`src/core/long_exec_defs.vh`:
```
// Opcode encodings and widths for the extended-address move, OR and rotate-left group
`ifndef LONG_EXEC_DEFS_VH
`define LONG_EXEC_DEFS_VH

`define DATA_W 8
`define OP_W 4

`define OP_NONE 4'h0
`define OP_LONG_MOVE_TO_ACC 4'h1
`define OP_LONG_MOVE_TO_MEM 4'h2
`define OP_LONG_OR_TO_ACC 4'h3
`define OP_LONG_OR_TO_MEM 4'h4
`define OP_LONG_ROTATE_LEFT 4'h5
`define OP_LONG_ROTATE_LEFT_TO_ACC 4'h6
`define OP_LONG_ROTATE_LEFT_CARRY 4'h7
`define OP_LONG_ROTATE_LEFT_CARRY_TO_ACC 4'h8

`define ACC_RESET 8'h00
`define FLAG_RESET 1'h0
`define WDATA_RESET 8'h00

`endif

```
`src/core/long_addr_move_or_rotl_exec.v`:
```
// Execution datapath for extended-address move, OR and rotate-left instructions
`timescale 1ns/1ps
`default_nettype none
`include "long_exec_defs.vh"

module long_addr_move_or_rotl_exec
(
	// Clock and reset
	input wire sys_clk,
	input wire rst,
	// Decoded instruction from the sequencer
	input wire exec_valid,
	input wire [3:0] opcode,
	input wire [7:0] mem_rdata,
	// Accumulator and flags
	output reg [7:0] acc_reg,
	output reg zero_flag_reg,
	output reg carry_flag_reg,
	// Memory write-back and completion
	output reg mem_we_reg,
	output reg [7:0] mem_wdata_reg,
	output reg done_reg
);

	// ----------------------------------------
	// Rotate units
	// ----------------------------------------
	wire [7:0] rot_plain;
	wire [7:0] rot_carry;
	wire rot_carry_msb;

	// Plain rotate feeds the old top bit back into bit 0
	rotl_unit u_rot_plain
	(
		.operand(mem_rdata),
		.fill_bit(mem_rdata[7]),
		.result(rot_plain),
		.out_bit()
	);

	// Carry rotate fills bit 0 from the flag as it stands, so a
	// back-to-back pair sees the carry left by the first one
	rotl_unit u_rot_carry
	(
		.operand(mem_rdata),
		.fill_bit(carry_flag_reg),
		.result(rot_carry),
		.out_bit(rot_carry_msb)
	);

	// ----------------------------------------
	// Opcode decode
	// ----------------------------------------
	// Only listed opcodes complete; anything else is dropped silently so
	// a stray code from the sequencer cannot disturb acc or the flags
	reg known_op;

	always @*
	begin
		case (opcode)
			`OP_LONG_MOVE_TO_ACC,
			`OP_LONG_MOVE_TO_MEM,
			`OP_LONG_OR_TO_ACC,
			`OP_LONG_OR_TO_MEM,
			`OP_LONG_ROTATE_LEFT,
			`OP_LONG_ROTATE_LEFT_TO_ACC,
			`OP_LONG_ROTATE_LEFT_CARRY,
			`OP_LONG_ROTATE_LEFT_CARRY_TO_ACC:
			begin
				known_op = 1'b1;
			end
			default:
			begin
				known_op = 1'b0;
			end
		endcase
	end

	// ----------------------------------------
	// Operand combine and zero detect
	// ----------------------------------------
	// Zero is judged on the full 8-bit result, never on a single operand
	wire [7:0] or_result;
	wire or_is_zero;

	assign or_result = acc_reg | mem_rdata;
	assign or_is_zero = (or_result == 8'h00);

	// ----------------------------------------
	// Next-state logic
	// ----------------------------------------
	reg [7:0] acc_next;
	reg zero_flag_next;
	reg carry_flag_next;
	reg mem_we_next;
	reg [7:0] mem_wdata_next;
	reg done_next;

	always @*
	begin
		acc_next = acc_reg;
		zero_flag_next = zero_flag_reg;
		carry_flag_next = carry_flag_reg;
		mem_we_next = 1'b0;
		mem_wdata_next = mem_wdata_reg;
		done_next = 1'b0;
		if (exec_valid)
		begin
			done_next = known_op;
			case (opcode)
				`OP_LONG_MOVE_TO_ACC:
				begin
					acc_next = mem_rdata;
				end
				`OP_LONG_MOVE_TO_MEM:
				begin
					mem_we_next = 1'b1;
					mem_wdata_next = acc_reg;
				end
				`OP_LONG_OR_TO_ACC:
				begin
					acc_next = or_result;
					zero_flag_next = or_is_zero;
				end
				`OP_LONG_OR_TO_MEM:
				begin
					mem_we_next = 1'b1;
					mem_wdata_next = or_result;
					zero_flag_next = or_is_zero;
				end
				`OP_LONG_ROTATE_LEFT:
				begin
					mem_we_next = 1'b1;
					mem_wdata_next = rot_plain;
				end
				`OP_LONG_ROTATE_LEFT_TO_ACC:
				begin
					acc_next = rot_plain;
				end
				`OP_LONG_ROTATE_LEFT_CARRY:
				begin
					mem_we_next = 1'b1;
					mem_wdata_next = rot_carry;
					carry_flag_next = rot_carry_msb;
				end
				`OP_LONG_ROTATE_LEFT_CARRY_TO_ACC:
				begin
					acc_next = rot_carry;
					carry_flag_next = rot_carry_msb;
				end
				default:
				begin
					// Unknown opcode: no state change, no completion
					done_next = 1'b0;
				end
			endcase
		end
	end

	// ----------------------------------------
	// Registers
	// ----------------------------------------
	// Accumulator
	always @(posedge sys_clk)
	begin
		if (rst)
		begin
			acc_reg <= `ACC_RESET;
		end
		else
		begin
			acc_reg <= acc_next;
		end
	end

	// Status flags; each keeps its value unless its own opcodes touch it
	always @(posedge sys_clk)
	begin
		if (rst)
		begin
			zero_flag_reg <= `FLAG_RESET;
			carry_flag_reg <= `FLAG_RESET;
		end
		else
		begin
			zero_flag_reg <= zero_flag_next;
			carry_flag_reg <= carry_flag_next;
		end
	end

	// Memory write-back; the strobe is a single-cycle pulse per write
	always @(posedge sys_clk)
	begin
		if (rst)
		begin
			mem_we_reg <= 1'b0;
			mem_wdata_reg <= `WDATA_RESET;
		end
		else
		begin
			mem_we_reg <= mem_we_next;
			mem_wdata_reg <= mem_wdata_next;
		end
	end

	// Completion pulse back to the sequencer
	always @(posedge sys_clk)
	begin
		if (rst)
		begin
			done_reg <= 1'b0;
		end
		else
		begin
			done_reg <= done_next;
		end
	end

endmodule // long_addr_move_or_rotl_exec

`default_nettype wire

```
`src/core/rotl_unit.v`:
```
// Single-bit left rotate, with selectable fill bit for the lowest position
`timescale 1ns/1ps
`default_nettype none
`include "long_exec_defs.vh"

module rotl_unit
(
	// Operand
	input wire [7:0] operand,
	input wire fill_bit,
	// Result
	output wire [7:0] result,
	output wire out_bit
);

	assign result = {operand[6:0], fill_bit};
	assign out_bit = operand[7];

endmodule // rotl_unit

`default_nettype wire

```
`config.mk`:
```
export PLATFORM = sky130hd
export DESIGN_NAME = long_addr_move_or_rotl_exec
export DESIGN_NICKNAME = d
export VERILOG_FILES = /design/src/core/long_addr_move_or_rotl_exec.v /design/src/core/rotl_unit.v
export VERILOG_INCLUDE_DIRS = /design/src /design/src/core
export SDC_FILE = /design/constraint.sdc
export NUM_CORES = 1
export LEC_CHECK = 0
export BUFFER_PORTS_ARGS = -buffer_cell sky130_fd_sc_hd__buf_2
export CAP_MARGIN = 0
export CORE_MARGIN = 2
export CORE_UTILIZATION = 40
export DETAILED_ROUTE_END_ITERATION = 10
export PLACE_DENSITY = 0.72
export REMOVE_ABC_BUFFERS = 1
export SLEW_MARGIN = 20
export SYNTH_ARGS = -nofsm -noshare
export SYNTH_HDL_FRONTEND = slang
export SYNTH_SLANG_ARGS = --single-unit
```
`constraint.sdc`:
```
create_clock -name sys_clk -period 1.5 [get_ports sys_clk]
set_clock_uncertainty 0.2 [all_clocks]
set_input_delay 0.225 -clock sys_clk [delete_from_list [all_inputs] [get_ports sys_clk]]
set_output_delay 0.225 -clock sys_clk [all_outputs]
set_load 0.02 [all_outputs]
```
# [After elaboration in Yosys (flattened, before gate mapping)]
# Memory sizes are Yosys's and may differ from the RTL's. A register that Yosys moved wholly into a read port is not among the register bits.
# Index checks and enable logic that the tools add are counted.
[word_totals] output_inout_bits=20 rom_bits=16 mem_count=1 inputBits=15 elab_cells=33 regBits=19
[memory_table] memory="(no name shown)" depth=16 word_bits=1 rd=1 rd_clocked_by_memory_dff=1 wr=0 line="long_addr_move_or_rotl_exec.v:60" rtl="case (opcode)"
[classes] n_mux=3 eq_ne=8 bitwise_logic=3 n_reduce_logical=13
[op_table] cell="$pmux 8 s4" count=2
[op_table] cell="$eq 4x3->1 const B" count=4
[op_table] cell="$eq 4x2->1 const B" count=2
[op_table] cell="$logic_not 8->1" count=1
[op_table] cell="$or 8x8->8" count=1
[op_table] cell="$reduce_and 2->1" count=4
[op_table] cell="$reduce_bool 4->1" count=2
[op_table] cell="$reduce_or 8->1" count=1
[op_table] cell="$reduce_or 2->1" count=3
[op_table] cell="$eq 4x1->1 const B" count=1
[op_table] cell="$eq 4x4->1 const B" count=1
[op_table] cell="$reduce_or 4->1" count=1
[op_table] cell="$reduce_or 3->1" count=1
[op_table] cell="$not 1->1" count=2
[op_table] cell="$mux 1" count=1

# [Longest topological paths before layout]
# Gate-level depths: netlist of run 1.
[logic_depth] ltp_word=4 ltp_mapped=6 mapped_depth_nobuf=4

# [By module]
# From an unflattened synthesis of run 1, not the netlist that was laid out.
[unflattened] cells_unflattened=205 area_unflattened_um2=1532.7
[by_module_without_submodules] module="long_addr_move_or_rotl_exec" seq_area_each_um2=400.4 cells_per_inst=187 area_each_um2=1397.6 n_inst=1
[by_module_without_submodules] module="rotl_unit" seq_area_each_um2=0.0 cells_per_inst=9 area_each_um2=67.6 n_inst=2

# [Worst setup path before layout of run 1]
# OpenSTA, ideal clock, no wires.
[synth_path] path_kind="input-to-reg" start="in opcode[3]" end="reg mem_wdata_reg[4]" setup_slack_ns=-0.121 t_required_ns=1.168 n_path_buf=1 setup_time_ns=0.132 arrival_time_ns=1.289 stages=5 cell_sequence="and3b_1 -> buf_6 -> mux2_4 -> a2111oi_2 -> nor3_1"
[synth_between] elab_chain_cells=3 word_cells_on_any_way=7 cone_classes="4 x eq/ne; 1 x mux; 2 x reduce/logical"
[synth_lines] element="start: declaration" line="long_addr_move_or_rotl_exec.v:13" rtl="input wire [3:0] opcode,"
[synth_lines] element="$eq 4x3->1 or $eq 4x2->1 (tied branches)" line="long_addr_move_or_rotl_exec.v:110" rtl="case (opcode)"
[synth_lines] element="$reduce_bool 4->1 (no line)"
[synth_lines] element="$reduce_and 2->1 (no line)"
[synth_lines] element="end signal: assignment" line="long_addr_move_or_rotl_exec.v:197" rtl="mem_wdata_reg <= `WDATA_RESET;"
[synth_lines] element="end signal: assignment" line="long_addr_move_or_rotl_exec.v:202" rtl="mem_wdata_reg <= mem_wdata_next;"
[synth_lines] element="end: declaration" line="long_addr_move_or_rotl_exec.v:21" rtl="output reg [7:0] mem_wdata_reg,"
# Several ways; a longest one is shown, not always the timed one.
# A chain may end at the register's enable or synchronous reset.

# [Worst setup path after layout of run 1]
[layout_path] start="in opcode[0]" end="reg mem_wdata_reg[4]"
# Same word-level chain as after synthesis.

==> reports/metrics.csv, run 1 <==
metric;value;unit
EDFF count, synth;0;
clk_lat worst skew;300;ps
Detailed Route Iter0 Violations;64;
Simple-Gate Fraction of Synth Area;25.75;%
first-pass GRT wire length;5347;µm
worst slew pin tran;465.1;ps
VDD IR-drop max;0.5950;mV
Synth Area in XOR/XNOR;2.700;%
CTS H-Tree Depth;1;
Final Hold Viols;0;
asr flop ratio synth;0;%
Design Area, Final;1673;µm²
CTS tree;built;
ys flop type;dfxtp_1;
Synth Area per Inst;9.269;µm²
library cells used by synthesis;41;
CP max FO;6;
status;finished, violations left;
RSZ-0062 raised after global routing;yes;
ANT cells;0;
most frequent cells in the layout;buf_2 (33), dfxtp_1 (20), buf_4 (19), a21oi_1 (12), mux2i_1 (10);
chip width;58.89;µm
Crit Path Class;in2reg;
routability cong.;0.8713;
DRC;4;
FMAX;0.6935;GHz
largest net degree at the start of global routing;15;
final worst slack;58.04;ps
gr usage total;19.82;%
layout cells sized above 1;41.99;%
area grow syn2layout;38.84;%
Final nets;197;
Arrival @ worst endpoint;1440;ps
Seq cells post-synth;20;
CTS Hold Bufs;0;
Initial Utilization;42.95;%
chip height;58.89;µm
PortBufs;34;
Worst-path clk slew;110;ps
Max Buffers Root-to-Sink;2;
HPWL after DPL;2516;µm
register area share after synthesis;33.23;%
mapped cell area;1205;µm²
pwr/cell area;726.5;nW/µm²
Clock Sinks;20;
Final setup viols;0;
Compound-Gate Fraction of Synth Area;22.43;%
Slew HR;69.00;%
Placed Area;1514;µm²
failing checks;DRC;
crit share post-route;96.13;%
total grt overflow;0;
TritonCTS Buffers;3;
max-capacitance violation count;0;
root cell of the clock tree;clkbuf_4;
crit end category;flip-flop;
Top Ports;35;
Hold WC Path Type;in2reg;
Ys Warns;0;
worst hold stages;2;
Synth Instances;130;
commonest non-fill, non-tap cell in the layout;buf_2;
core area;2805;µm²
total die area;3467;µm²
Avg Vias per Cell;5.816;
ANT nets after route;0;
Vias;1233;
wirelength, routed;3392;µm
Tmin final;1442;ps
Final Slew Violations;0;
Detailed Routing Iterations Pass 1;7;
vias in the first global route;1159;
Worst setup SP type;input port;
leakage;0.7584;nW
Critical Path RT;1490;ps
initial antenna violation count;0;
r2r worst-path depth;3;
largest family of logic cells by synthesized area;simple AND/OR/NAND/NOR gates;
drt wl/cell;16.00;µm
post-synthesis mux area share;11.42;%
# rows;19;
Post-Synth Adder-Cell Area;0;%
Setup WS pre-CTS;-442.0;ps
## what timing repair did
item                                    in CTS  in global routing
endpoints found under the setup margin      13                 12
buffers inserted                             0                  2
gates resized for setup                      8                 14
hold endpoints to repair                     0                  0
pin swaps                                    1                  5
## through the flow
stage	TNS (ps)	hold WS, ps	instances	util [%]	power [mW]
2_1_floorplan	-634.8	94.07	122	-	0.7241
3_3_place_gp	-5058	261.7	206	53.97	0.8581
3_5_place_dp	-6275	266.8	206	53.97	0.8674
4_1_cts	0	35.40	210	56.47	1.191
5_1_grt	-7.964	27.84	212	59.63	1.280
6_report	0	43.86	212	59.63	1.215
## power by group
part           internal (mW)  switching [mW]  total (mW)
logic                  0.147           0.182       0.329
clock network          0.148           0.171       0.319
registers              0.552          0.0160       0.568
total                  0.847           0.369        1.22
## cell families after synthesis
group                     count (synthesis)
AOI/OAI and AO/OA                        38
muxes                                    13
DFF                                      20
xor gates and xnor gates                  2
buffers and inverters                    11
and+or+nand+nor                          46
## critical path, stage by stage
cell and delay, ps:
clkbuf_4 150, and3b_2 310, mux2_4 320, a2111oi_2 350, nor3_1 80
## cells in the mapped netlist (2+ instances only)
library cell | instances | share of area (%)
dfxtp_1 | 20 | 33
a21oi_1 | 12 | 5.0
mux2i_1 | 10 | 8.3
nand2b_1 | 8 | 4.2
o2bb2ai_1 | 7 | 5.1
o21ai_0 | 6 | 2.5
nor2_1 | 5 | 1.6
nor3_1 | 5 | 2.1
nor4_1 | 5 | 2.6
buf_2 | 4 | 1.7
a211o_1 | 3 | 2.2
inv_1 | 3 | 0.93
nand2_1 | 3 | 0.93
nand4_1 | 3 | 1.6
a2111oi_0 | 2 | 1.5
a221oi_1 | 2 | 1.5
clkbuf_1 | 2 | 0.62
mux2_2 | 2 | 1.9
nor2b_1 | 2 | 1.0
nor3b_1 | 2 | 1.2
nor4b_2 | 2 | 2.5
o31a_1 | 2 | 1.5
xnor2_2 | 2 | 2.7
## area by class of cell
class                      instances  area, µm²
fill                             250       1132
multi-input combinational         99      848.3
sequential                        20      400.4
timing repair buffer              55      337.8
tap                               31      38.79
clock buffer                       4      36.28
inverter                           3      11.26
## metal layers
metal / global-route usage (%) / wire length [µm] / vias up
met5: 0 / 0 / -
met4: 7.143 / 68 / 0
met3: 2.857 / 169 / 10
met2: 33.17 / 1575 / 39
met1: 25.85 / 1578 / 580
li1: - / - / 604
## worst paths after layout
| path | start | end | slack (ps) |
|---|---|---|---|
| hold reg to reg | mem_wdata_reg[5]$_SDFFE_PP0P_ | mem_wdata_reg[5]$_SDFFE_PP0P_ | 280 |
| hold / removal | exec_valid | done_reg$_SDFF_PP0_ | 40 |
| setup reg to reg | acc_reg[4]$_SDFFE_PP0P_ | mem_wdata_reg[4]$_SDFFE_PP0P_ | 110 |
| setup / recovery | opcode[0] | mem_wdata_reg[4]$_SDFFE_PP0P_ | 60 |
(Power assumes the default switching activity.)
==> inputs of run 2 (changes only) <==
- ABC_AREA: unset -> 1
- PLACE_DENSITY: 0.72 -> 0.71
==> run 2 against run 1 <==
  * The flow now finishes without violations
  * Non-clock buffer count down 10
  * Global-route usage about the same
  * Final area down 0.60%
==> reports/metrics.csv, run 2 <==
metric;value;unit;change
drt wl/cell;10.64;µm;-33%
commonest non-fill, non-tap cell in the layout;nand2_1;;
CTS tree;built;;
Clock Sinks;20;;unchanged
# rows;20;;+1
DRC;0;;-4
TritonCTS Buffers;3;;unchanged
FMAX;0.7325;GHz;+5.6%
root cell of the clock tree;clkbuf_4;;
area grow syn2layout;25.26;%;
leakage;0.9156;nW;+21%
worst slew pin tran;337.6;ps;-127.5 ps
most common cell in the netlist;nand2_1;;
Setup Buffers After CTS;0;;unchanged
total grt overflow;0;;unchanged
most frequent cells in the layout;nand2_1 (87), nor2_1 (38), buf_2 (34), inv_1 (27);;
M3 GR Usage;3.782;%;+0.92 points
Arrival @ worst endpoint;1370;ps;-70 ps
GR Util met1;27.94;%;+2.1 points
max-capacitance violation count;0;;unchanged
Commonest cells post-synth;nand2_1 (87), nor2_1 (38), inv_1 (27);;
Slew HR;77.49;%;+8.5 points
status;complete, no violations;;
Avg Vias per Cell;4.736;;-19%
PortBufs;34;;unchanged
crit share post-route;91.01;%;-5.1 points
Final Hold Viols;0;;unchanged
CTS H-Tree Depth;1;;unchanged
pwr/cell area;816.4;nW/µm²;+12%
mapped cell area;1328;µm²;+10%
Worst setup SP type;input port;;
initial antenna violation count;0;;unchanged
Crit path max-delay family;buffers and inverters;;
ANT cells;0;;unchanged
Design Area, Final;1663;µm²;-0.60%
Ys Warns;0;;unchanged
CP max FO;10;;+4
post-synth top area cell;dfxtp_1;;
WHS;63.34;ps;+19.49 ps
gr busiest metal;met2;;
met2 Usage GRT;32.18;%;-0.99 points
worst flop-to-flop path startpoint;acc_reg[4]$_SDFFE_PP0P_;;
top-area cell type share of the netlist area;30.16;%;-3.1 points
FILL cells;367;;+47%
Detailed Route Iter0 Violations;88;;+38%
critical path's slowest cell;dlygate4sd3_1;;
Critical Path RT;1510;ps;+20 ps
total die area;3796;µm²;+9.5%
Vias;1506;;+22%
Placed Area;1595;µm²;+5.4%
gr usage total;19.82;%;about the same
Detailed Routing Iterations Pass 1;4;;-3
wirelength, routed;3385;µm;-0.21%
routability cong.;0.8931;;+2.5%
RSZ-0062 raised after global routing;no;;
synth top area cells;dfxtp_1 (30%), nand2_1 (25%), nor2_1 (11%);;
Final Slew Violations;0;;unchanged
first-pass GRT wire length;5644;µm;+5.6%
largest net degree at the start of global routing;17;;+2
Worst-path clk slew;120;ps;about the same
Post-Layout Cell Count;318;;+50%
Max Buffers Root-to-Sink;2;;unchanged
CP cell instances;dlygate4sd3_1, buf_2, clkinv_1, buf_4, nand2_1, a21oi_1;;
crit end category;flip-flop;;
Hold WC Path Type;in2reg;;
ys flop type;dfxtp_1;;
register area;400.4;µm²;unchanged
multi-input combinational cell area;787.0;µm²;-7.2%
asr flop ratio synth;0;%;unchanged
clk_lat worst skew;310;ps;about the same
Crit Path Class;in2reg;;
placed instance count;313;;+52%
library cells used by synthesis;23;;-44%
ANT nets after route;0;;unchanged
Final setup viols;0;;unchanged
VDD IR-drop max;0.5380;mV;-9.6%
Hold Startpoint;mem_rdata[7];;
PnR Total Power;1.358;mW;+12%
Synth Area per Inst;5.822;µm²;-37%
core area;3103;µm²;+11%
utilization after layout;53.59;%;-6.0 points
Final nets;290;;+47%
Seq cells post-synth;20;;unchanged
register area share after synthesis;30.16;%;-3.1 points
chip height;61.61;µm;+4.6%
critical path launch point;rst;;
layout cells sized above 1;22.99;%;-19 points
HPWL after DPL;2647;µm;+5.2%
Top Ports;35;;unchanged
Tmin final;1365;ps;-76.82 ps
Initial Utilization;42.78;%;-0.17 points
vias in the first global route;1245;;+7.4%
Synth Instances;228;;+75%
Worst Path Buf+Inv;4;;+3
EDFF count, synth;0;;unchanged
chip width;61.61;µm;+4.6%
max incr delay on CP;520;ps;+170 ps
==> run 2: cell types whose count changed in the layout (fill, tap and decap cells not counted), moves of 3 or more <==
cell / delta
a211o_1: -3
a21oi_1: -3
nand2b_1: -6
nor3_1: -4
inv_1: +24
nand2_1: +84
buf_4: -9
mux2i_1: -10
mux2_4: -3
nor4_1: -5
o2bb2ai_1: -7
nand3_1: +20
nor2_1: +34
==> run 2: layer usage <==
| metal | wire length, µm | vias up |
|---|---|---|
| met5 | 0 | - |
| met4 | 16 | 0 |
| met3 | 214 | 2 |
| met2 | 1511 | 47 |
| met1 | 1642 | 664 |
| li1 | - | 793 |
==> run 2: kinds of logic (layout without fill, tap and decap cells) <==
logic type	Yosys count	in the layout	synth area share [%]
DFF	20	20	30.16
and+or+nand+nor	158	158	51.37
buffers and inverters	33	79	10.93
AOI/OAI and AO/OA	17	17	7.540
==> run 2: worst paths after layout <==
kind         cells after the start                             to  slack [ps]
min reg2reg                      2  mem_wdata_reg[7]$_SDFFE_PP0P_         270
max reg2reg                      6     zero_flag_reg$_SDFFE_PP0P_         170
max                              6  mem_wdata_reg[4]$_SDFFE_PP0P_         130
min                              5    carry_flag_reg$_SDFFE_PP0P_          60
==> run 2: area by class of cell <==
cell class	count	area share (%)
timing repair buffer	45	15.35
inverter	30	6.772
multi-input combinational	175	47.33
sequential	20	24.08
tap	44	3.311
clock inverter	1	1.806
clock buffer	3	1.354
==> run 2: stage by stage <==
stage / TNS [ps] / setup slack, ps
finish: 0 / 134.9
global route: 0 / 47.73
CTS: 0 / 129.6
detailed placement: -51.14 / -20.68
global placement: 0 / 4.987
floorplan: 0 / 158.5
==> run 2: what timing repair did <==
| action | CTS | global route |
|---|---|---|
| gates resized for setup | 0 | 1 |
| endpoints found under the hold margin | 2 | 0 |
| setup endpoints to repair | 0 | 1 |
| hold buffers | 1 | 0 |
==> run 2: worst register-to-register path, delay by kind of cell (launching register included) <==
family           cells  cell delay [ps]
DFF                  1              330
and+or+nand+nor      6              750
==> run 2: power by group <==
group	leakage (nW)	internal, mW	total [mW]	switching, mW
sequential	0.163	0.560	0.578	0.0173
clock	0.0279	0.270	0.451	0.181
combinational	0.724	0.118	0.329	0.211
